===== src/ccarr_pkg.sv =====
package ccarr_pkg;

    localparam int NUM_MOD = 5;
    localparam int WD_MOD = 4;

    // Register indices; the byte address on the bus is four times the index.
    localparam logic [7:0] IDX_CTRL = 8'hd8;
    localparam logic [7:0] IDX_CMODE = 8'hd9;
    localparam logic [7:0] IDX_MODE0 = 8'hda;
    localparam logic [7:0] IDX_CNTLO = 8'he9;
    localparam logic [7:0] IDX_CMPLO0 = 8'hea;
    localparam logic [7:0] IDX_CNTHI = 8'hf9;
    localparam logic [7:0] IDX_CMPHI0 = 8'hfa;

    // Control register fields.
    localparam int CTRL_OVF_BIT = 7;
    localparam int CTRL_RUN_BIT = 6;
    // Counter mode register field.
    localparam int CMODE_WATCHDOG_RESET_ENABLE_BIT = 6;

    localparam logic [7:0] RESET_BYTE = 8'h00;
    localparam logic [15:0] RESET_WORD = 16'h0000;
    localparam logic [7:0] LOW_BYTE_MAX = 8'hff;

    typedef struct packed {
        logic reserved;
        logic comparatorEnable;
        logic risingCaptureEnable;
        logic fallingCaptureEnable;
        logic matchEventEnable;
        logic toggleEnable;
        logic widthModEnable;
        logic eventInterruptEnable;
    } ccarr_mode_t;

    typedef struct packed {
        logic [7:0] compareValueLow;
        logic [7:0] compareValueHigh;
        logic suspended;
        logic pinPrev;
        logic pinOut;
        logic eventPulse;
    } ccarr_chan_t;

    typedef struct packed {
        logic [15:0] counter;
        logic counterNew;
        logic run;
        logic overflow;
        logic [NUM_MOD-1:0] moduleEventFlag;
        logic [7:0] counterMode;
        ccarr_mode_t [NUM_MOD-1:0] moduleMode;
        logic watchdogReset;
    } ccarr_top_t;

endpackage


===== src/ccarr_top.sv =====
`timescale 1ns/1ns
// How it works
// - capture copies full 16-bit counter to module
// - capture on rising, falling or both edges
// - interrupt only when flag and enable set
// - hardware sets flag, software clears it
// - new capture overwrites unread capture value
// - comparator plus match enable signal equality event
// - low write suspends comparator, high write resumes
// - toggle pin on every match when enabled
// - unchanged compare toggles again after wrap
// - pwm low below compare byte, else high
// - pwm entered by width and comparator enables
// - pwm duty byte reloads at low-byte wrap
// - all modules share one counter
// - only module four may be watchdog
// - watchdog match raises internal reset and also sets its event flag
// - counter mode bit six enables watchdog reset
// - watchdog toggle enable optional
module ccarr_top import ccarr_pkg::*; (
    input wire logic clk,
    input wire logic rst_b,
    input wire logic psel,
    input wire logic penable,
    input wire logic pwrite,
    input wire logic [11:0] paddr,
    input wire logic [31:0] pwdata,
    output logic [31:0] prdata,
    output logic pready,
    output logic pslverr,
    input wire logic [NUM_MOD-1:0] modulePinIn,
    output logic [NUM_MOD-1:0] modulePinOut,
    output logic interruptRequest,
    output logic watchdogReset
);
    ccarr_top_t st_reg;
    ccarr_top_t st_next;
    logic access;
    logic doWrite;
    logic [7:0] regIdx;
    logic addrMapped;
    logic [7:0] wbyte;
    logic [7:0] readByte;
    logic [NUM_MOD-1:0] eventPulse;
    logic [NUM_MOD-1:0] matchPulse;
    logic [NUM_MOD-1:0] wrModeSel;
    logic [NUM_MOD-1:0] wrLowSel;
    logic [NUM_MOD-1:0] wrHighSel;
    logic [7:0] cmpLow [NUM_MOD];
    logic [7:0] cmpHigh [NUM_MOD];
    logic [NUM_MOD-1:0] eventIrqEnable;
    logic watchdogMatch;

    assign access = psel && penable;
    assign doWrite = access && pwrite && addrMapped;
    assign regIdx = paddr[9:2];
    assign wbyte = pwdata[7:0];

    always_comb begin
        addrMapped = (paddr[11:10] == 2'b00) && (paddr[1:0] == 2'b00) && (
            regIdx == IDX_CTRL || regIdx == IDX_CMODE || regIdx == IDX_CNTLO
            || regIdx == IDX_CNTHI
            || (regIdx >= IDX_MODE0 && regIdx < IDX_MODE0 + 8'(NUM_MOD))
            || (regIdx >= IDX_CMPLO0 && regIdx < IDX_CMPLO0 + 8'(NUM_MOD))
            || (regIdx >= IDX_CMPHI0 && regIdx < IDX_CMPHI0 + 8'(NUM_MOD)));
    end

    for (genvar m = 0; m < NUM_MOD; m++) begin : g_mod
        assign wrModeSel[m] = doWrite && regIdx == IDX_MODE0 + 8'(m);
        assign wrLowSel[m] = doWrite && regIdx == IDX_CMPLO0 + 8'(m);
        assign wrHighSel[m] = doWrite && regIdx == IDX_CMPHI0 + 8'(m);
        assign eventIrqEnable[m] = st_reg.moduleMode[m].eventInterruptEnable;
        // Every module runs from the one shared counter.
        ccarr_channel u_chan (
            .clk(clk),
            .rst_b(rst_b),
            .counterValue(st_reg.counter),
            .counterNew(st_reg.counterNew),
            .modulePinIn(modulePinIn[m]),
            .mode(st_reg.moduleMode[m]),
            .writeLow(wrLowSel[m]),
            .writeHigh(wrHighSel[m]),
            .writeData(wbyte),
            .modulePinOut(modulePinOut[m]),
            .compareValueLow(cmpLow[m]),
            .compareValueHigh(cmpHigh[m]),
            .eventPulse(eventPulse[m]),
            .matchPulse(matchPulse[m])
        );
    end

    // Only module four can pull the internal reset; other modes stay usable.
    assign watchdogMatch = matchPulse[WD_MOD] && st_reg.moduleMode[WD_MOD].matchEventEnable
        && st_reg.counterMode[CMODE_WATCHDOG_RESET_ENABLE_BIT];

    always_comb begin
        readByte = RESET_BYTE;
        for (int m = 0; m < NUM_MOD; m++) begin
            if (regIdx == IDX_MODE0 + 8'(m)) begin
                readByte = st_reg.moduleMode[m];
            end
            if (regIdx == IDX_CMPLO0 + 8'(m)) begin
                readByte = cmpLow[m];
            end
            if (regIdx == IDX_CMPHI0 + 8'(m)) begin
                readByte = cmpHigh[m];
            end
        end
        if (regIdx == IDX_CTRL) begin
            readByte = {st_reg.overflow, st_reg.run, 1'b0, st_reg.moduleEventFlag};
        end
        if (regIdx == IDX_CMODE) begin
            readByte = st_reg.counterMode;
        end
        if (regIdx == IDX_CNTLO) begin
            readByte = st_reg.counter[7:0];
        end
        if (regIdx == IDX_CNTHI) begin
            readByte = st_reg.counter[15:8];
        end
    end

    assign prdata = (access && !pwrite && addrMapped) ? {24'h000000, readByte} : 32'h00000000;
    assign pready = 1'b1;
    assign pslverr = access && !addrMapped;

    always_comb begin
        st_next = st_reg;
        st_next.counterNew = 1'b0;
        st_next.watchdogReset = watchdogMatch;
        if (st_reg.run) begin
            st_next.counter = st_reg.counter + 16'h0001;
            st_next.counterNew = 1'b1;
            if (st_reg.counter == 16'hffff) begin
                st_next.overflow = 1'b1;
            end
        end
        if (doWrite && regIdx == IDX_CNTLO) begin
            st_next.counter[7:0] = wbyte;
            st_next.counterNew = 1'b1;
        end
        if (doWrite && regIdx == IDX_CNTHI) begin
            st_next.counter[15:8] = wbyte;
            st_next.counterNew = 1'b1;
        end
        if (doWrite && regIdx == IDX_CTRL) begin
            st_next.run = wbyte[CTRL_RUN_BIT];
            st_next.overflow = wbyte[CTRL_OVF_BIT] || (st_next.overflow && !st_reg.overflow);
            st_next.moduleEventFlag = wbyte[NUM_MOD-1:0];
        end
        if (doWrite && regIdx == IDX_CMODE) begin
            st_next.counterMode = wbyte;
        end
        for (int m = 0; m < NUM_MOD; m++) begin
            if (wrModeSel[m]) begin
                st_next.moduleMode[m] = wbyte;
            end
        end
        // Hardware sets win over a software clear in the same cycle.
        st_next.moduleEventFlag = st_next.moduleEventFlag | eventPulse;
    end

    always_ff @(posedge clk) begin
        if (!rst_b) begin
            st_reg <= '0;
        end else begin
            st_reg <= st_next;
        end
    end

    assign interruptRequest = |(st_reg.moduleEventFlag & eventIrqEnable);
    assign watchdogReset = st_reg.watchdogReset;

    irq_gate_a: assert property (@(posedge clk) disable iff (!rst_b)
        eventPulse[0] && eventIrqEnable[0] && !wrModeSel[0] |=> interruptRequest)
        else $error("interrupt request disagrees with flags");
    flag_set_a: assert property (@(posedge clk) disable iff (!rst_b)
        eventPulse[0] |=> st_reg.moduleEventFlag[0])
        else $error("event did not set flag");
    flag_hold_a: assert property (@(posedge clk) disable iff (!rst_b)
        st_reg.moduleEventFlag[1] && !(doWrite && regIdx == IDX_CTRL)
        |=> st_reg.moduleEventFlag[1])
        else $error("flag cleared without software");
    wd_reset_a: assert property (@(posedge clk) disable iff (!rst_b)
        matchPulse[WD_MOD] && st_reg.moduleMode[WD_MOD].matchEventEnable
        && st_reg.counterMode[CMODE_WATCHDOG_RESET_ENABLE_BIT] |=> watchdogReset)
        else $error("watchdog match gave no reset");
    wd_off_a: assert property (@(posedge clk) disable iff (!rst_b)
        !st_reg.counterMode[CMODE_WATCHDOG_RESET_ENABLE_BIT] |=> !watchdogReset)
        else $error("watchdog reset while disabled");
    count_step_a: assert property (@(posedge clk) disable iff (!rst_b)
        st_reg.run && !(doWrite && (regIdx == IDX_CNTLO || regIdx == IDX_CNTHI))
        |=> st_reg.counter == $past(st_reg.counter) + 16'h0001)
        else $error("shared counter did not advance");
    match_once_a: assert property (@(posedge clk) disable iff (!rst_b)
        !st_reg.counterNew |-> matchPulse == '0)
        else $error("match without new counter value");
    unmapped_err_a: assert property (@(posedge clk) disable iff (!rst_b)
        access && !addrMapped |-> pslverr && prdata == 32'h00000000)
        else $error("unmapped access not refused");
    cover_wd: cover property (@(posedge clk) disable iff (!rst_b) watchdogReset);
    cover_irq: cover property (@(posedge clk) disable iff (!rst_b) interruptRequest);
    cover_ovf: cover property (@(posedge clk) disable iff (!rst_b) $rose(st_reg.overflow));
endmodule


===== src/ccarr_channel.sv =====
`timescale 1ns/1ns
module ccarr_channel import ccarr_pkg::*; (
    input wire logic clk,
    input wire logic rst_b,
    input wire logic [15:0] counterValue,
    input wire logic counterNew,
    input wire logic modulePinIn,
    input wire ccarr_mode_t mode,
    input wire logic writeLow,
    input wire logic writeHigh,
    input wire logic [7:0] writeData,
    output logic modulePinOut,
    output logic [7:0] compareValueLow,
    output logic [7:0] compareValueHigh,
    output logic eventPulse,
    output logic matchPulse
);
    ccarr_chan_t st_reg;
    ccarr_chan_t st_next;
    logic riseSeen;
    logic fallSeen;
    logic capture;
    logic pwmMode;

    assign pwmMode = mode.widthModEnable && mode.comparatorEnable;
    assign riseSeen = modulePinIn && !st_reg.pinPrev && mode.risingCaptureEnable;
    assign fallSeen = !modulePinIn && st_reg.pinPrev && mode.fallingCaptureEnable;
    assign capture = riseSeen || fallSeen;
    // A match counts once per new counter value, never while the count is held.
    assign matchPulse = counterNew && mode.comparatorEnable && !st_reg.suspended && !pwmMode
        && counterValue == {st_reg.compareValueHigh, st_reg.compareValueLow};

    always_comb begin
        st_next = st_reg;
        st_next.pinPrev = modulePinIn;
        st_next.eventPulse = capture || (matchPulse && mode.matchEventEnable);
        if (writeLow) begin
            st_next.compareValueLow = writeData;
            st_next.suspended = 1'b1;
        end
        if (writeHigh) begin
            st_next.compareValueHigh = writeData;
            st_next.suspended = 1'b0;
        end
        if (capture) begin
            st_next.compareValueLow = counterValue[7:0];
            st_next.compareValueHigh = counterValue[15:8];
        end
        if (pwmMode) begin
            st_next.pinOut = counterValue[7:0] >= st_reg.compareValueLow;
            if (counterNew && counterValue[7:0] == RESET_BYTE) begin
                st_next.compareValueLow = st_reg.compareValueHigh;
            end
        end else if (matchPulse && mode.matchEventEnable && mode.toggleEnable) begin
            st_next.pinOut = !st_reg.pinOut;
        end
    end

    always_ff @(posedge clk) begin
        if (!rst_b) begin
            st_reg <= '0;
        end else begin
            st_reg <= st_next;
        end
    end

    assign modulePinOut = st_reg.pinOut;
    assign compareValueLow = st_reg.compareValueLow;
    assign compareValueHigh = st_reg.compareValueHigh;
    assign eventPulse = st_reg.eventPulse;

    capture_load_a: assert property (@(posedge clk) disable iff (!rst_b)
        capture |=> {compareValueHigh, compareValueLow} == $past(counterValue))
        else $error("capture did not load the counter");
    toggle_match_a: assert property (@(posedge clk) disable iff (!rst_b)
        (matchPulse && mode.matchEventEnable && mode.toggleEnable && !pwmMode)
        |=> modulePinOut != $past(modulePinOut))
        else $error("pin did not toggle on match");
    suspend_low_a: assert property (@(posedge clk) disable iff (!rst_b)
        (writeLow && !writeHigh) |=> !matchPulse)
        else $error("comparator matched after low byte write");
    pwm_level_a: assert property (@(posedge clk) disable iff (!rst_b)
        pwmMode && $stable(pwmMode) && !counterNew && $stable(counterValue)
        |=> modulePinOut == ($past(counterValue[7:0]) >= $past(compareValueLow)))
        else $error("pwm level wrong");
    cover_capture: cover property (@(posedge clk) disable iff (!rst_b) capture);
    cover_toggle: cover property (@(posedge clk) disable iff (!rst_b)
        matchPulse && mode.toggleEnable);
endmodule


===== config.mk =====
export PLATFORM = sky130hd
export DESIGN_NAME = ccarr_top
export DESIGN_NICKNAME = d
export VERILOG_FILES = /design/src/ccarr_pkg.sv /design/src/ccarr_top.sv /design/src/ccarr_channel.sv
export SDC_FILE = /design/constraint.sdc
export NUM_CORES = 1
export LEC_CHECK = 0
export BUFFER_PORTS_ARGS = -buffer_cell sky130_fd_sc_hd__buf_2
export CAP_MARGIN = 0
export CELL_PAD_IN_SITES_DETAIL_PLACEMENT = 0
export CELL_PAD_IN_SITES_GLOBAL_PLACEMENT = 1
export CORE_UTILIZATION = 49
export DETAILED_ROUTE_END_ITERATION = 8
export PLACE_DENSITY = 0.89
export SYNTH_ARGS = -nofsm -noshare
export SYNTH_HDL_FRONTEND = slang
export SYNTH_SLANG_ARGS = --single-unit

===== constraint.sdc =====
create_clock -name clk -period 5.8 [get_ports clk]
set_input_delay 0.29 -clock clk [delete_from_list [all_inputs] [get_ports clk]]
set_output_delay 0.29 -clock clk [all_outputs]
set_load 0.01 [all_outputs]

After elaboration in Yosys (flattened, before gate mapping):

Index checks and enable logic that the tools add are counted.

* register bits: 173
* word-level logic and storage cells: 339

* $add $sub $neg: 1
* magnitude comparators: 11
* eq/ne operators: 25
* mux-type cells: 67
* bitwise gates (word level): 3
* reduce and logical (&&, ||, !) cells: 154

Operator list (count)
* 2-to-1 mux 8 bit: 36
* equality test 8 bit (second input constant): 19
* logical AND 1 bit: 88
* equality test 16 bit: 5
* 2-to-1 mux 16 bit: 5
* 2-to-1 mux 9 bit: 6
* greater-or-equal comparator 8 bit: 5
* logical NOT 1 bit: 28
* greater-or-equal comparator 8 bit (second input constant): 3
* < comparator 8 bit (second input constant): 3
* nonzero test 2 bit: 12
* 2-to-1 mux 1 bit: 18
* logical OR 1 bit: 17
* 2-to-1 mux 17 bit: 1
* adder 16 x 1 -> 16 bit (second input constant): 1
* equality test 16 bit (second input constant): 1
* OR reduction 2 bit: 5
* logical NOT 8 bit: 1
* 2-to-1 mux 6 bit: 1
* bitwise AND 5 bit: 1
* OR 5 bit: 1
* OR reduction 5 bit: 1
* logical NOT 2 bit: 2
* NOT 1 bit: 1

Logic depth before layout (Yosys ltp):

* depth after elaboration: 21
* depth in mapped cells: 9

By module:

Synthesis repeated with hierarchy kept, for this count alone.

* cells, all modules: 1605
* area, all modules: 12463.2 um^2

Modules (own cells, without submodules)
* ccarr_channel: instances 5, cells each 177, area each 1436.4 um^2
* ccarr_top: instances 1, cells each 720, area each 5281.3 um^2

Least setup slack after synthesis:

Ideal clock, no wire load.

* path type: input port to output port
* start point: in paddr[4]
* end point: out prdata[0]
* data arrival time: 2.003 ns
* data required time: 5.510 ns
* path slack: 3.507 ns
* cell stages on the path: 8
* cell sequence: buf_2 > nand4bb_4 > or2_0 > clkbuf_1 > nor4_1 > nor3_1 > o2111a_1 > o32ai_1

* word-level cells in the longest chain between the ends: 21
* elaborated cells between the ends (all ways): 56

Ends and longest elaborated chain
* start, declared: line ccarr_top.sv:26 `input wire logic [11:0] paddr,`
* equality test 8 bit: line ccarr_top.sv:99 `if (regIdx == IDX_MODE0 + 8'(m)) begin`
* 2-to-1 mux 8 bit: line ccarr_top.sv:99
* 2-to-1 mux 8 bit: line ccarr_top.sv:102 `if (regIdx == IDX_CMPLO0 + 8'(m)) begin`
* 2-to-1 mux 8 bit: line ccarr_top.sv:105 `if (regIdx == IDX_CMPHI0 + 8'(m)) begin`
* 2-to-1 mux 8 bit: line ccarr_top.sv:99
* 2-to-1 mux 8 bit: line ccarr_top.sv:102
* 2-to-1 mux 8 bit: line ccarr_top.sv:105
* 2-to-1 mux 8 bit: line ccarr_top.sv:99
* [5 not listed]
* 2-to-1 mux 8 bit: line ccarr_top.sv:99
* 2-to-1 mux 8 bit: line ccarr_top.sv:102
* 2-to-1 mux 8 bit: line ccarr_top.sv:105
* 2-to-1 mux 8 bit: line ccarr_top.sv:109 `if (regIdx == IDX_CTRL) begin`
* 2-to-1 mux 8 bit: line ccarr_top.sv:112 `if (regIdx == IDX_CMODE) begin`
* 2-to-1 mux 8 bit: line ccarr_top.sv:115 `if (regIdx == IDX_CNTLO) begin`
* 2-to-1 mux 8 bit: line ccarr_top.sv:118 `if (regIdx == IDX_CNTHI) begin`
* 2-to-1 mux 8 bit (*): line ccarr_top.sv:123 `assign prdata = (access && !pwrite && addrMapped) ? {24'h000000, readByte} : 32'h00000000;`
* end, declared: line ccarr_top.sv:28 `output logic [31:0] prdata,`

Mark *: on every way between the ends. The rest lies on a longest branch, timed or not.

Worst setup path after layout:

* start point: in paddr[6]
* end point: out prdata[7]

Same word-level chain as after synthesis.

==> results_dict.tcl <==
set metrics [dict create \
    status "completed" \
    yosysSeqAreaShare_pct 30.3 \
    final_cell_mix "dfxtp_1, nand2_1, a21oi_1" \
    grt_use_met3_pct 7.45 \
    netlist_area_sq_um 11400 \
    fp.dieW_microns 155 \
    path_clk_slew_ps 70 \
    post_dp_cell_area_sq_um 11600 \
    grt.total_usage_pct 35.8 \
    cts_root_buf "clkbuf_16" \
    die_h_microns 155 \
    r2r-start "st_reg[57]$_SDFFE_PN0P_" \
    drv_cap 0 \
    nFillCells 2180 \
    dieArea_sq_um 23900 \
    ys_warn_count 0 \
    p_leak_nw 4.79 \
    ant_nets 0 \
    firstDrtPassIters 6 \
    report.final.slew_viol_count 0 \
    ys_seq_elements 173 \
    multi_input_area_sq_um 7080 \
    wirelength_mm 42.7 \
    slowest_stage "nand4b_1" \
    ir_worst_vdd_mv 0.126 \
    clock_skew_ps 13.3 \
    r2r_slack_ps 2470 \
    h-tree-depth 4 \
    layout_commonest_cell "dfxtp_1" \
    grt_antenna_before_repair 0 \
    num_rows 55 \
    hp-class "in2reg" \
    layout.cells.non_filler 1723 \
    io_pins 95 \
    use_met2_pct 55.9 \
    synth-edff-count 0 \
    max_freq_ghz 0.269 \
    path_max_fanout 43 \
    grt_max_degree 46 \
    dp_hpwl_mm 28.3 \
    reg2regPathDepth 7 \
    min_period_ps 3710 \
    register_area_sq_um 3460 \
    postCtsSetupBuffers 0 \
    crit_path_end "prdata[7]" \
    ys.flop_type "dfxtp_1" \
    async_flop_share_pct 0 \
    dp.cells 1691 \
    rsz0062_at_grt "false" \
    clk_latency_ps 440 \
    syn_area_per_cell_sq_um 7.96 \
    netlist_instances 1434 \
    clock_sinks 173 \
    largest_reg_flops 67 \
    max-clock-path-buffers 2 \
    cts_inserted_buffers 17 \
    startpoint "paddr[6]" \
    fin_nets 1493 \
    critPathMaxStageDelay_ps 720 \
    ctsResizeCount 0 \
    port_buffers 45 \
    postLayoutCellArea_sq_um 12100 \
    ctsHoldBuffers 0 \
    tns_ps 0 \
    via_per_inst 6.44 \
    cp.depth 7 \
    setup-violations-final 0 \
    path_cells "buf_2, nand4b_1, nor2_1, nor3_1, o2111a_1, o32ai_1, buf_2" \
    grt_pass1_vias 10100 \
    endpoint_kind "primary output" \
    cts_tree "built" \
    drive_above_1_share_pct 9.57 \
    num_vias 11099 \
    critPathLaunchType "input pin" \
    grt_remaining_overflow 0 \
    hold_viol 0 \
    critPathTopFamily "simple AND/OR/NAND/NOR gates" \
    cp_data_arrival_time_ps 3420 \
    gp_congestion 0.990 \
    power_density_nw_per_um2 202 \
    start_util_pct 50.1 \
    grt_use_met1_pct 46.6 \
    min_period_over_period_pct 64.0 \
    routedWlPerCell_microns 24.8 \
    reg2reg_to "g_mod[1].u_chan.compareValueLow[4]$_SDFF_PN0_" \
    grt_pass1_wl_mm 63.8 \
    cp_num_buf_inv 2 \
    crit_type "in2out" \
    core_area_sq_um 22800 \
    antennaDiodeCount 0 \
    syn_to_final_growth_pct 5.98 \
    drt-initial-drc-count 1365 \
    drcViolationCount 0 \
    fin_util_pct 53.1 \
    timing.slew.headroom_pct 19.0 \
    worstMarginPinSlew_ps 1210 \
    busiest_layer "met2" \
    cp.required_ps 5510 \
    cp_common_cell "buf_2" \
    synth.distinct_cells 78 \
]
## cells in the mapped netlist (8+ instances only)
library cell	count	area (sq um)
dfxtp_1	173	3460
nand2_1	141	529
a21oi_1	119	596
nor2_1	111	417
mux2i_1	95	951
o21ai_0	86	430
clkbuf_1	78	293
inv_1	58	218
xor2_1	50	438
a22oi_1	42	315
ha_1	42	526
a211oi_1	37	278
buf_4	35	263
nand3_1	31	155
a21o_1	29	218
nand4_1	25	156
buf_2	24	120
nor3_1	21	105
nor4_1	20	125
nor2b_1	12	75.1
or3_1	12	75.1
o22ai_1	11	68.8
a31oi_1	10	62.6
a311oi_1	9	78.8
and2_1	9	56.3
nand3b_1	9	67.6
xnor2_1	9	78.8
and3_1	8	50.1
## worst min path at each step
stage	startpoint	end	slack, ps	cells past startpoint
after floorplan	g_mod[0].u_chan.eventPulse$_SDFF_PN0_	st_reg[49]$_SDFF_PN0_	410	2
after global placement	g_mod[4].u_chan.eventPulse$_SDFF_PN0_	st_reg[53]$_SDFF_PN0_	420	2
after detailed placement	g_mod[4].u_chan.eventPulse$_SDFF_PN0_	st_reg[53]$_SDFF_PN0_	420	2
after CTS	modulePinIn[4]	g_mod[4].u_chan.st_reg[2]$_SDFF_PN0_	70	2
after global routing	modulePinIn[1]	g_mod[1].u_chan.st_reg[2]$_SDFF_PN0_	90	2
final	modulePinIn[4]	g_mod[4].u_chan.st_reg[2]$_SDFF_PN0_	80	2
## report_power, final
group | switching [mW] | internal (mW) | total [mW]
logic | 0.133 | 0.0360 | 0.169
registers | 0.000896 | 1.19 | 1.19
clock network | 0.524 | 0.562 | 1.09
## area by class of cell
| class | instances | area share, % |
|---|---|---|
| multi-input combinational | 1077 | 58.5 |
| sequential | 173 | 28.6 |
| clock buffer | 20 | 3.69 |
| timing repair buffer | 69 | 3.35 |
| tap | 313 | 3.24 |
| inverter | 59 | 1.84 |
| clock inverter | 12 | 0.724 |
## cells by family after synthesis
family          count (synthesis)  synth area share [%]
buf+inv                       207                  8.55
compound gates                400                  22.5
fa+ha+maj                      42                  4.60
mux                            99                  8.72
simple gates                  452                  20.7
other cells                     2                0.0658
xor+xnor                       59                  4.53
flops                         173                  30.3
## layer usage
layer / share of wire (%) / vias to the layer above
li1: - / 5046
met1: 41 / 5234
met2: 44 / 671
met3: 9.9 / 148
met4: 5.5 / 0
met5: 0 / -
## stage by stage
| stage | setup slack, ps | hold slack, ps | power [mW] |
|---|---|---|---|
| after floorplan | 3510 | 411 | 1.34 |
| after global placement | 2230 | 419 | 1.38 |
| after detailed placement | 2230 | 425 | 1.38 |
| after CTS | 2250 | 72.0 | 2.44 |
| after global routing | 2020 | 86.5 | 2.50 |
| final | 2090 | 75.7 | 2.44 |
(Power assumes the default switching activity.)
